**src/design/simd_alu_pkg.sv**
```systemverilog
// simd_alu_pkg: opcodes, lane widths and register numbers for the packed alu
// assumes a decoded opcode and register numbers arrive from the pipeline
package simd_alu_pkg;
   localparam int unsigned DATA_W   = 32;
   localparam int unsigned HALF_W   = 16;
   localparam int unsigned BYTE_W   = 8;
   localparam int unsigned N_HALF   = 2;
   localparam int unsigned N_BYTE   = 4;
   localparam int unsigned REG_W    = 4;
   localparam int unsigned GE_W     = 4;
   localparam logic [3:0]  STACK_POINTER_NUM   = 4'hd;
   localparam logic [3:0]  PROGRAM_COUNTER_NUM = 4'hf;

   typedef enum logic [3:0] {
      OP_HALVING_ADD_SUB_EXCHANGE,
      OP_HALVING_SUB_ADD_EXCHANGE,
      OP_HALVING_SUB_HALFWORDS,
      OP_HALVING_SUB_BYTES,
      OP_BYTE_SELECT,
      OP_SUM_ABS_DIFF_BYTES,
      OP_SUM_ABS_DIFF_ACCUMULATE,
      OP_UNSIGNED_SUB_HALFWORDS,
      OP_UNSIGNED_SUB_BYTES
   } op_e;
endpackage

```
**src/design/lane_if.sv**
```systemverilog
// lane_if: operands in, per-lane results out, between top and lane unit
// assumes both ends share one clock; purely combinational content
`timescale 1ns/1ps
interface lane_if;
   logic [31:0] first_operand;
   logic [31:0] second_operand;
   logic [31:0] halving_asx;
   logic [31:0] halving_sax;
   logic [31:0] halving_sub16;
   logic [31:0] halving_sub8;
   logic [31:0] plain_sub16;
   logic [31:0] plain_sub8;
   logic [31:0] sad_sum;
   modport top  (output first_operand, output second_operand, input halving_asx,
                 input halving_sax, input halving_sub16, input halving_sub8,
                 input plain_sub16, input plain_sub8, input sad_sum);
   modport unit (input first_operand, input second_operand, output halving_asx,
                 output halving_sax, output halving_sub16, output halving_sub8,
                 output plain_sub16, output plain_sub8, output sad_sum);
endinterface

```
**src/design/packed_unsigned_simd_alu.sv**
```systemverilog
// packed_unsigned_simd_alu: one-cycle packed unsigned datapath slice
// assumes the pipeline drives a decoded op with a valid strobe on clk
`timescale 1ns/1ps
module packed_unsigned_simd_alu (
   input  wire logic                  clk,
   input  wire logic                  rst_b,
   input  wire logic                  op_valid,
   input  wire simd_alu_pkg::op_e     op,
   input  wire logic [31:0]           first_operand_reg,
   input  wire logic [31:0]           second_operand_reg,
   input  wire logic [31:0]           accumulate_reg,
   input  wire logic [3:0]            first_operand_num,
   input  wire logic [3:0]            second_operand_num,
   input  wire logic [3:0]            accumulate_num,
   input  wire logic                  dest_present,
   input  wire logic [3:0]            dest_num,
   input  wire logic [3:0]            greater_equal_flags,
   output logic                       result_valid,
   output logic [31:0]                result,
   output logic [3:0]                 result_dest_num,
   output logic                       flags_write,
   output logic                       illegal_reg
);
   lane_if lanes ();

   logic        rst_meta_q;
   logic        rst_sync_q;
   logic        valid_q;
   logic [31:0] result_q;
   logic [31:0] result_d;
   logic [3:0]  dest_q;
   logic        illegal_q;
   logic [3:0]  dest_d;
   logic [31:0] select_bytes;
   logic        uses_acc;
   logic        bad_num;
   logic        illegal_d;

   // only the registered copy of reset reaches the datapath
   always_ff @(posedge clk or negedge rst_b) begin
      if (!rst_b) begin
         rst_meta_q <= 1'b0;
         rst_sync_q <= 1'b0;
      end else begin
         rst_meta_q <= 1'b1;
         rst_sync_q <= rst_meta_q;
      end
   end

   assign lanes.first_operand  = first_operand_reg;
   assign lanes.second_operand = second_operand_reg;

   lane_unit u_lanes (
      .lanes (lanes.unit)
   );

   genvar g;
   generate
      for (g = 0; g < 4; g++) begin : g_sel
         assign select_bytes[8*g +: 8] = greater_equal_flags[g]
                                       ? first_operand_reg[8*g +: 8]
                                       : second_operand_reg[8*g +: 8];
      end
   endgenerate

   assign dest_d   = dest_present ? dest_num : first_operand_num;
   assign uses_acc = (op == simd_alu_pkg::OP_SUM_ABS_DIFF_ACCUMULATE);
   // the source is trusted; a violation is only reported (never for byte select), result still written
   assign bad_num  = (first_operand_num == simd_alu_pkg::STACK_POINTER_NUM)
                   || (first_operand_num == simd_alu_pkg::PROGRAM_COUNTER_NUM)
                   || (second_operand_num == simd_alu_pkg::STACK_POINTER_NUM)
                   || (second_operand_num == simd_alu_pkg::PROGRAM_COUNTER_NUM)
                   || (dest_d == simd_alu_pkg::STACK_POINTER_NUM)
                   || (dest_d == simd_alu_pkg::PROGRAM_COUNTER_NUM)
                   || (uses_acc && (accumulate_num == simd_alu_pkg::STACK_POINTER_NUM
                                  || accumulate_num == simd_alu_pkg::PROGRAM_COUNTER_NUM));
   assign illegal_d = op_valid && bad_num && (op != simd_alu_pkg::OP_BYTE_SELECT);

   always_comb begin
      unique case (op)
         simd_alu_pkg::OP_HALVING_ADD_SUB_EXCHANGE: result_d = lanes.halving_asx;
         simd_alu_pkg::OP_HALVING_SUB_ADD_EXCHANGE: result_d = lanes.halving_sax;
         simd_alu_pkg::OP_HALVING_SUB_HALFWORDS:    result_d = lanes.halving_sub16;
         simd_alu_pkg::OP_HALVING_SUB_BYTES:        result_d = lanes.halving_sub8;
         simd_alu_pkg::OP_BYTE_SELECT:              result_d = select_bytes;
         simd_alu_pkg::OP_SUM_ABS_DIFF_BYTES:       result_d = lanes.sad_sum;
         simd_alu_pkg::OP_SUM_ABS_DIFF_ACCUMULATE:
            result_d = lanes.sad_sum + accumulate_reg;
         simd_alu_pkg::OP_UNSIGNED_SUB_HALFWORDS:   result_d = lanes.plain_sub16;
         simd_alu_pkg::OP_UNSIGNED_SUB_BYTES:       result_d = lanes.plain_sub8;
         default:                                   result_d = 32'h00000000;
      endcase
   end

   always_ff @(posedge clk or negedge rst_sync_q) begin
      if (!rst_sync_q) begin
         valid_q   <= 1'b0;
         result_q  <= 32'h00000000;
         dest_q    <= 4'h0;
         illegal_q <= 1'b0;
      end else begin
         valid_q   <= op_valid;
         illegal_q <= illegal_d;
         if (op_valid) begin
            result_q <= result_d;
            dest_q   <= dest_d;
         end
      end
   end

   assign result_valid    = valid_q;
   assign result          = result_q;
   assign result_dest_num = dest_q;
   // none of these operations ever touch status flags
   assign flags_write     = 1'b0;
   assign illegal_reg     = illegal_q;

   // helper: reference absolute-difference sum
   logic [31:0] ref_sad;
   always_comb begin
      ref_sad = 32'h00000000;
      for (int i = 0; i < 4; i++) begin
         if (first_operand_reg[8*i +: 8] >= second_operand_reg[8*i +: 8])
            ref_sad = ref_sad + 32'(first_operand_reg[8*i +: 8] - second_operand_reg[8*i +: 8]);
         else
            ref_sad = ref_sad + 32'(second_operand_reg[8*i +: 8] - first_operand_reg[8*i +: 8]);
      end
   end

   property p_asx_upper;
      @(posedge clk) disable iff (!rst_sync_q)
      op_valid && op == simd_alu_pkg::OP_HALVING_ADD_SUB_EXCHANGE |=> result[31:16] ==
         16'(({1'b0, $past(first_operand_reg[31:16])} + {1'b0, $past(second_operand_reg[15:0])}) >> 1);
   endproperty
   a_asx_upper: assert property (p_asx_upper) else $error("asx upper wrong");

   property p_asx_lower;
      @(posedge clk) disable iff (!rst_sync_q)
      op_valid && op == simd_alu_pkg::OP_HALVING_ADD_SUB_EXCHANGE |=> result[15:0] ==
         16'(({1'b0, $past(first_operand_reg[15:0])} - {1'b0, $past(second_operand_reg[31:16])}) >> 1);
   endproperty
   a_asx_lower: assert property (p_asx_lower) else $error("asx lower wrong");

   property p_sax_upper;
      @(posedge clk) disable iff (!rst_sync_q)
      op_valid && op == simd_alu_pkg::OP_HALVING_SUB_ADD_EXCHANGE |=> result[31:16] ==
         16'(({1'b0, $past(first_operand_reg[31:16])} - {1'b0, $past(second_operand_reg[15:0])}) >> 1);
   endproperty
   a_sax_upper: assert property (p_sax_upper) else $error("sax upper wrong");

   property p_sax_lower;
      @(posedge clk) disable iff (!rst_sync_q)
      op_valid && op == simd_alu_pkg::OP_HALVING_SUB_ADD_EXCHANGE |=> result[15:0] ==
         16'(({1'b0, $past(first_operand_reg[15:0])} + {1'b0, $past(second_operand_reg[31:16])}) >> 1);
   endproperty
   a_sax_lower: assert property (p_sax_lower) else $error("sax lower wrong");

   property p_no_flags;
      @(posedge clk) disable iff (!rst_sync_q)
      op_valid |-> ##1 !flags_write [*2];
   endproperty
   a_no_flags: assert property (p_no_flags) else $error("flags written");

   property p_select;
      @(posedge clk) disable iff (!rst_sync_q)
      op_valid && op == simd_alu_pkg::OP_BYTE_SELECT && greater_equal_flags == 4'h5 |=>
         result == {$past(second_operand_reg[31:24]), $past(first_operand_reg[23:16]),
                    $past(second_operand_reg[15:8]), $past(first_operand_reg[7:0])};
   endproperty
   a_select: assert property (p_select) else $error("byte select wrong");

   property p_sad;
      @(posedge clk) disable iff (!rst_sync_q)
      op_valid && op == simd_alu_pkg::OP_SUM_ABS_DIFF_BYTES |=> result == $past(ref_sad);
   endproperty
   a_sad: assert property (p_sad) else $error("abs diff sum wrong");

   property p_sada;
      @(posedge clk) disable iff (!rst_sync_q)
      op_valid && op == simd_alu_pkg::OP_SUM_ABS_DIFF_ACCUMULATE |=>
         result == $past(ref_sad) + $past(accumulate_reg);
   endproperty
   a_sada: assert property (p_sada) else $error("accumulate sum wrong");

   property p_sub16;
      @(posedge clk) disable iff (!rst_sync_q)
      op_valid && op == simd_alu_pkg::OP_UNSIGNED_SUB_HALFWORDS |=> result[15:0] ==
         16'($past(first_operand_reg[15:0]) - $past(second_operand_reg[15:0]));
   endproperty
   a_sub16: assert property (p_sub16) else $error("halfword sub wrong");

   property p_dest;
      @(posedge clk) disable iff (!rst_sync_q)
      op_valid && !dest_present |=> result_valid && result_dest_num == $past(first_operand_num);
   endproperty
   a_dest: assert property (p_dest) else $error("default destination wrong");
endmodule // packed_unsigned_simd_alu

```
**src/design/lane_unit.sv**
```systemverilog
// lane_unit: combinational lane arithmetic for the packed operations; byte select and the accumulate add are done in the top
// assumes operands are stable within a cycle; result capture is done by the top
`timescale 1ns/1ps
module lane_unit (
   lane_if.unit lanes
);
   logic [15:0] a_hi;
   logic [15:0] a_lo;
   logic [15:0] b_hi;
   logic [15:0] b_lo;
   logic [16:0] asx_sum;
   logic [16:0] asx_dif;
   logic [16:0] sax_dif;
   logic [16:0] sax_sum;
   logic [9:0]  abs_w [4];

   assign a_hi = lanes.first_operand[31:16];
   assign a_lo = lanes.first_operand[15:0];
   assign b_hi = lanes.second_operand[31:16];
   assign b_lo = lanes.second_operand[15:0];

   // 17-bit sums keep carry and borrow for the halving shift
   assign asx_sum = {1'b0, a_hi} + {1'b0, b_lo};
   assign asx_dif = {1'b0, a_lo} - {1'b0, b_hi};
   assign sax_dif = {1'b0, a_hi} - {1'b0, b_lo};
   assign sax_sum = {1'b0, a_lo} + {1'b0, b_hi};
   assign lanes.halving_asx = {asx_sum[16:1], asx_dif[16:1]};
   assign lanes.halving_sax = {sax_dif[16:1], sax_sum[16:1]};

   genvar h;
   generate
      for (h = 0; h < 2; h++) begin : g_half
         logic [16:0] d;
         assign d = {1'b0, lanes.first_operand[16*h +: 16]}
                  - {1'b0, lanes.second_operand[16*h +: 16]};
         assign lanes.halving_sub16[16*h +: 16] = d[16:1];
         assign lanes.plain_sub16[16*h +: 16]   = d[15:0];
      end
   endgenerate

   genvar b;
   generate
      for (b = 0; b < 4; b++) begin : g_byte
         logic [8:0] d;
         logic [7:0] mag;
         assign d = {1'b0, lanes.first_operand[8*b +: 8]}
                  - {1'b0, lanes.second_operand[8*b +: 8]};
         assign lanes.halving_sub8[8*b +: 8] = d[8:1];
         assign lanes.plain_sub8[8*b +: 8]   = d[7:0];
         // borrow bit tells which way round the magnitude lies
         assign mag = d[8] ? 8'(~d[7:0] + 8'h01) : d[7:0];
         assign abs_w[b] = {2'b00, mag};
      end
   endgenerate

   assign lanes.sad_sum = {22'h0, abs_w[0] + abs_w[1] + abs_w[2] + abs_w[3]};
endmodule // lane_unit

```
**config.mk**
```make
export PLATFORM = sky130hd
export DESIGN_NAME = packed_unsigned_simd_alu
export DESIGN_NICKNAME = d
export VERILOG_FILES = /design/src/design/simd_alu_pkg.sv /design/src/design/lane_if.sv /design/src/design/packed_unsigned_simd_alu.sv /design/src/design/lane_unit.sv
export SDC_FILE = /design/constraint.sdc
export NUM_CORES = 1
export LEC_CHECK = 0
export BUFFER_PORTS_ARGS = -buffer_cell sky130_fd_sc_hd__buf_2
export CORE_AREA = 5 5 170 172
export DETAILED_ROUTE_END_ITERATION = 8
export DIE_AREA = 0 0 175 177
export PLACE_DENSITY = 0.5
export REMOVE_ABC_BUFFERS = 1
export SLEW_MARGIN = 20
export SYNTH_ARGS = -nofsm -noshare
export SYNTH_HDL_FRONTEND = slang
export SYNTH_SLANG_ARGS = --single-unit
```
**constraint.sdc**
```tcl
create_clock -name clk -period 1.46 [get_ports clk]
set_clock_uncertainty 0.1 [all_clocks]
set_input_delay 0.146 -clock clk [delete_from_list [all_inputs] [get_ports clk]]
set_output_delay 0.146 -clock clk [all_outputs]
set_load 0.01 [all_outputs]
```
==> flow_metrics.tcl, run 1 <==
set metrics [dict create \
    synth_area_leaders "ha_1, dfrtp_1, xnor2_1" \
    place_ws_ps -5080 \
    critPathBufInv 8 \
    start_kind "primary input" \
    setup.worst_path.start "second_operand_reg[5]" \
    io_pins 163 \
    clk_pin_slew_ps 80 \
    cts.sinks 40 \
    ys.warnings.count 0 \
    min_path_type "primary input to flip-flop" \
    die_area_mm2 0.0310 \
    internal_power_mw 29.4 \
    nets 2135 \
    multi_input_area_mm2 0.00893 \
    setup_ws_ps -4320 \
    drive_gt1_frac 0.475 \
    critPathCaptureType "flip-flop" \
    p_leak_nw 7.88 \
    gr-total-overflow 0 \
    io_buffers 159 \
    synth_edf_count 0 \
    clock_path_buffers 2 \
    num_antenna_cells 0 \
    seq_area_frac_synth 0.108 \
    final_max_slew_viol_count 0 \
    grtUsageTotal 0.288 \
    coreArea_mm2 0.0273 \
    finalSetupViolCount 32 \
    ctsHtreeMaxLevel 2 \
    r2r-start "result[31]$_DFFE_PN0P_" \
    synthTopCellsByCount "ha_1, nand2_1, xnor2_1, nor2_1, a21oi_1" \
    regArea_mm2 0.00100 \
    rsz0062_at_grt "true" \
    tightest_slew_ps 609 \
    synth_area_leader_cell "ha_1" \
    slew_headroom 0.591 \
    path_max_fanout 5 \
    worst-setup-path-type "primary input to flip-flop" \
    status "finished with violations" \
    grt_max_degree 39 \
    clock_latency_ps 310 \
    final_cell_area_mm2 0.0161 \
    start_util 0.341 \
    pwr-share-seq 0.026 \
    wirelength_um 46500 \
    drt_iter0_markers 770 \
    ir_drop_mv 4.24 \
    syn_avg_cell_area_um2 7.54 \
    r2r_cells 6 \
    power_per_cell_area_mw_per_mm2 3370 \
    failed_checks "negative setup slack" \
    ant_nets 0 \
    period_needed_ps 5780 \
    cts_tree "done" \
    grt_pass1_vias 12232 \
    hold_viol 0 \
    hpwl_um 38000 \
    grt_pass1_wl_um 69600 \
    synth_flop_cell "dfrtp_1" \
    wl_per_cell_um 20.7 \
    fin_crit_sh 3.96 \
    p_clk_frac 0.026 \
    cts_buffers 5 \
    async_reset_ff_frac 1.00 \
    cts_root_buf "clkbuf_16" \
    p_sw_mw 24.8 \
    critPathArrivalTime_ps 5850 \
    setup_tns_ps -123160 \
    power_frac_comb 0.948 \
    worstSetupEndpoint "result[31]$_DFFE_PN0P_" \
    die_h_um 177 \
    required_ps 1530 \
    vias 12222 \
    synth-seq-cells 40 \
    rows 61 \
    place_area_mm2 0.0142 \
    vias_per_cell 5.45 \
    synth.distinct_cells 70 \
    cap_violations 0 \
    die_w_um 175 \
    cp.depth 33 \
    sw_frac_of_total 0.457 \
    totalPowerFinal_mw 54.2 \
    drc 0 \
    crit_family "compound AO/OA/AOI/OAI gates" \
    r2r_slack_ps -230 \
    fmax_ghz 0.173 \
    reg2reg_to "result[31]$_DFFE_PN0P_" \
    yosysTopAreaCellShare 0.130 \
    area_delta_synth_final_pct 72.6 \
    dr.pass1.iters 7 \
    antenna_found_initial 0 \
    largest_reg_flops 32 \
    syn_inst 1235 \
    syn-cell-area_mm2 0.00931 \
    globalplace.congestion 1.01 \
    crit_path_max_incr_delay_ps 550 \
    nFillCells 2581 \
    critPathSlowestCell "fa_1" \
]
## per-layer routing
metal | track usage | vias to the layer above | part of all wire
li1 | - | 5877 | -
met5 | 0 | - | 0
met2 | 0.497 | 413 | 0.48
met4 | 0.0858 | 0 | 0.031
met3 | 0.0269 | 80 | 0.052
met1 | 0.384 | 5852 | 0.44
## layout make-up
class / instances / area share
inverter: 81 / 0.0195
sequential: 40 / 0.0624
tap: 346 / 0.0269
timing repair buffer: 708 / 0.325
clock inverter: 3 / 0.00296
clock buffer: 5 / 0.00779
multi-input combinational: 1061 / 0.556
## metrics by stage
stage / hold slack, ps / std cells / util
after floorplan: -250 / 1182 / -
final: 14.9 / 2244 / 0.588
after detailed placement: -169 / 2192 / 0.520
after global placement: -169 / 2192 / 0.520
after global routing: 28.4 / 2244 / 0.588
after CTS: 6.52 / 2228 / 0.559
## cell families after synthesis
family	count (synthesis)	share of synthesized area
multiplexers	48	0.0516
AND/OR/NAND/NOR	349	0.185
XOR/XNOR	146	0.137
other	2	0.000807
buffers and inverters	134	0.0547
flip-flops	40	0.108
adder cells (fa/ha/maj)	114	0.167
AO/OA/AOI/OAI	402	0.296
## layout by cell type, fill, tap and decap left out, types with 10 or more instances in the layout
cell type	synthesis	layout
buf_12	0	10
nand3_1	19	17
o221ai_1	16	14
nor3_1	25	18
xnor2_2	0	14
ha_1	97	74
a21oi_1	82	63
fa_1	17	11
xor2_1	49	40
o21bai_1	13	11
buf_2	2	152
o22ai_1	18	16
inv_1	81	66
o31ai_1	21	19
xnor2_1	97	81
o21ai_0	67	46
a31oi_1	20	20
nor2_1	88	77
nand2_1	97	89
nor2b_1	16	13
o21ai_1	3	14
nand3b_1	10	10
o21a_1	14	14
a21oi_2	0	12
buf_4	1	508
inv_2	0	12
nand4_1	11	11
a21o_1	35	35
dfrtp_1	40	39
nand2b_1	20	16
a221oi_1	21	16
buf_6	0	32
ha_4	0	20
mux2i_1	48	48
## tightest hold or removal path, delay by kind of cell
| kind | cells | cell delay (ps) |
|---|---|---|
| simple gates | 1 | 70 |
| compound gates | 1 | 80 |
| buf+inv | 1 | 90 |
## worst min-delay path by stage
stage,from,to,slack (ps),cells after the start
3_3_place_gp,rst_b,rst_meta_q$_DFF_PN0_,-170,1
2_1_floorplan,rst_b,rst_meta_q$_DFF_PN0_,-250,0
6_report,accumulate_num[3],illegal_reg$_DFF_PN0_,10,3
5_1_grt,dest_num[2],illegal_reg$_DFF_PN0_,30,3
3_5_place_dp,rst_b,rst_meta_q$_DFF_PN0_,-170,1
4_1_cts,accumulate_num[3],illegal_reg$_DFF_PN0_,7,3
## power groups by stage
stage | sequential [mW] | clock (mW) | combinational, mW
floorplan | 1.52 | 0 | 15.5
global placement | 1.43 | 0 | 29.8
detailed placement | 1.43 | 0 | 30.1
CTS | 1.41 | 1.44 | 41.1
global route | 1.44 | 1.47 | 53.4
finish | 1.42 | 1.41 | 51.4
## repair_timing
item,in CTS,in global routing
pin swaps,75,95
buffers inserted,24,20
endpoints found under the setup margin,33,33
resized for setup,131,149
gates cloned,2,0
hold buffers,2,0
endpoints found under the hold margin,3,0
No activity file was read; power rests on OpenSTA's default activity.
==> inputs of run 2 (changes only) <==
Settings changed: CORE_AREA 5 5 170 172 to 5 5 194 196, DIE_AREA 0 0 175 177 to 0 0 199 201, SYNTH_HIERARCHICAL set to 1.
==> run 2 against run 1 <==
Net effect: the run still ends with negative setup slack left; utilization decreased by 5.6 points; synthesized cell count increased by 33%; flip-flop and latch count did not move; cell area is 19% higher; largest cell class unchanged; largest power group unchanged.
==> flow_metrics.tcl, run 2 <==
set metrics [dict create \
    setup_tns_ps -127370 \
    slew_headroom 0.424 \
    fin_crit_sh 4.03 \
    wl_per_cell_um 19.9 \
    ctsHtreeMaxLevel 2 \
    dr.pass1.iters 7 \
    critPathCaptureType "flip-flop" \
    finalSetupViolCount 32 \
    cts_root_buf "clkbuf_16" \
    final_cell_area_mm2 0.0191 \
    drc 0 \
    start_util 0.343 \
    setup_ws_ps -4430 \
    drive_gt1_frac 0.444 \
    p_sw_mw 20.1 \
    hold_viol 0 \
    start_kind "primary input" \
    p_leak_nw 9.44 \
    clock_latency_ps 290 \
    rows 70 \
    cap_violations 0 \
    async_reset_ff_frac 1.00 \
    rsz0062_at_grt "true" \
    grt_max_degree 39 \
    layout_common_cells "buf_4, buf_2, a21oi_1" \
    globalplace.congestion 0.968 \
    coreArea_mm2 0.0359 \
    grtUsageTotal 0.264 \
    clock_path_buffers 2 \
    nFillCells 3503 \
    tightest_slew_ps 860 \
    syn-cell-area_mm2 0.0123 \
    hpwl_um 46400 \
    required_ps 1570 \
    grt_pass1_vias 14874 \
    num_antenna_cells 0 \
    vias 14439 \
    drt_iter0_markers 1040 \
    multi_input_area_mm2 0.0109 \
    period_needed_ps 5890 \
    final_max_slew_viol_count 0 \
    place_area_mm2 0.0171 \
    cts_tree "done" \
    synth_flop_cell "dfrtp_1" \
    yosysTopAreaCellShare 0.140 \
    seq_area_frac_synth 0.0813 \
    critPathArrivalTime_ps 6000 \
    synth_area_leader_cell "ha_1" \
    sw_frac_of_total 0.455 \
    pwr-share-seq 0.033 \
    grt_pass1_wl_um 83500 \
    status "finished with violations" \
    antenna_found_initial 0 \
    synth_most_common_cell "a21oi_1" \
    syn_inst 1637 \
    clk_pin_slew_ps 60 \
    cp_common_cell "a21oi_2" \
    area_delta_synth_final_pct 55.3 \
    gr-total-overflow 0 \
    largest_reg_flops 32 \
    failed_checks "negative setup slack" \
    syn_avg_cell_area_um2 7.52 \
    ys.warnings.count 6 \
    p_clk_frac 0.028 \
    wirelength_um 54800 \
    path_max_fanout 5 \
    fmax_ghz 0.170 \
    synth.distinct_cells 96 \
    ir_drop_mv 2.79 \
    cts_buffers 5 \
    worst-setup-path-type "primary input to flip-flop" \
    place_ws_ps -5140 \
    synthTopCellsByCount "a21oi_1, ha_1, inv_1, nor2_1, buf_4" \
    io_buffers 159 \
    nets 2575 \
    synth_edf_count 0 \
    die_w_um 199 \
    io_pins 163 \
    die_area_mm2 0.0400 \
    cts.sinks 40 \
    power_frac_comb 0.939 \
    power_per_cell_area_mw_per_mm2 2320 \
    synth_area_leaders "ha_1, dfrtp_1, xnor2_1" \
    vias_per_cell 5.24 \
    ant_nets 0 \
    internal_power_mw 24.2 \
    totalPowerFinal_mw 44.3 \
    critPathSlowestCell "fa_1" \
    min_path_type "primary input to flip-flop" \
    regArea_mm2 0.00100 \
    crit_path_max_incr_delay_ps 570 \
    die_h_um 201 \
    mostFrequentLayoutCell "buf_4" \
    synth-seq-cells 40 \
]
run 2: cell types whose count changed after synthesis, moves of 10 or more:
cell and change:
buf_4 +102, a21oi_1 +82, inv_1 +50, ha_1 +41
mux2i_1 +35, nor2_1 +34, o21ai_1 +24, buf_2 +19
nand2_1 -18, o21ai_0 -15, o221ai_1 -13, a22oi_1 +10
nor3b_1 -10
run 2: routing by layer:
| metal | track usage | routed length [um] |
|---|---|---|
| met1 | 0.371 | 25200 |
| met2 | 0.444 | 25600 |
| met3 | 0.0161 | 2620 |
| met4 | 0.0608 | 1290 |
| met5 | 0 | 0 |
run 2: power groups by stage:
| stage | registers, mW | clock network (mW) | logic [mW] |
|---|---|---|---|
| 2_1_floorplan | 1.55 | 0 | 14.1 |
| 3_3_place_gp | 1.45 | 0 | 26.3 |
| 3_5_place_dp | 1.45 | 0 | 26.5 |
| 4_1_cts | 1.45 | 1.29 | 36.4 |
| 5_1_grt | 1.47 | 1.31 | 43.9 |
| 6_report | 1.45 | 1.26 | 41.6 |
run 2: final timing paths:
kind / start / endpoint / slack, ps / cells past startpoint
hold reg to reg: rst_sync_q$_DFF_PN0_ / result[30]$_DFFE_PN0P_ / 130 / 1
min in group asynchronous: rst_b / rst_sync_q$_DFF_PN0_ / 60 / 2
setup / recovery: first_operand_reg[0] / result[26]$_DFFE_PN0P_ / -4430 / 36
max in group asynchronous: rst_sync_q$_DFF_PN0_ / result[4]$_DFFE_PN0P_ / 910 / 1
hold / removal: dest_num[2] / illegal_reg$_DFF_PN0_ / 30 / 3
setup reg to reg: result[30]$_DFFE_PN0P_ / result[30]$_DFFE_PN0P_ / 390 / 4
run 2: kinds of logic after synthesis:
| kind of cell | Yosys count | share of synthesized area |
|---|---|---|
| AOI/OAI and AO/OA | 517 | 0.279 |
| and+or+nand+nor | 378 | 0.152 |
| buffers and inverters | 311 | 0.135 |
| adders and majority gates | 163 | 0.181 |
| xor gates and xnor gates | 137 | 0.0974 |
| muxes | 88 | 0.0739 |
| DFF | 40 | 0.0813 |
| other | 3 | 0.000914 |
run 2: worst max-delay path, delay by kind of cell:
family	cells	cell delay [ps]
buffers and inverters	8	780
adders and majority gates	7	2280
xor gates and xnor gates	1	200
and+or+nand+nor	7	680
AOI/OAI and AO/OA	13	1900
run 2: what timing repair did:
item,CTS,global route
hold endpoints to repair,2,0
gates resized for setup,217,63
setup buffers,77,13
hold buffers,1,0
endpoints found under the setup margin,32,33
pin swaps,122,55
run 2: area by class of cell:
type	count	share of cell area
Clock buffer	6	0.00674
Multi-Input combinational cell	1307	0.570
Inverter	136	0.0276
Clock inverter	2	0.00183
Timing Repair Buffer	798	0.311
Tap cell	468	0.0306
Sequential cell	40	0.0524
run 2: stage by stage:
| stage | util | hold WS (ps) | cells |
|---|---|---|---|
| 6_report | 0.532 | 34.7 | 2757 |
| 3_5_place_dp | 0.476 | -159 | 2679 |
| 3_3_place_gp | 0.476 | -164 | 2679 |
| 5_1_grt | 0.532 | 49.8 | 2757 |
| 2_1_floorplan | - | -250 | 1483 |
| 4_1_cts | 0.522 | 28.8 | 2750 |
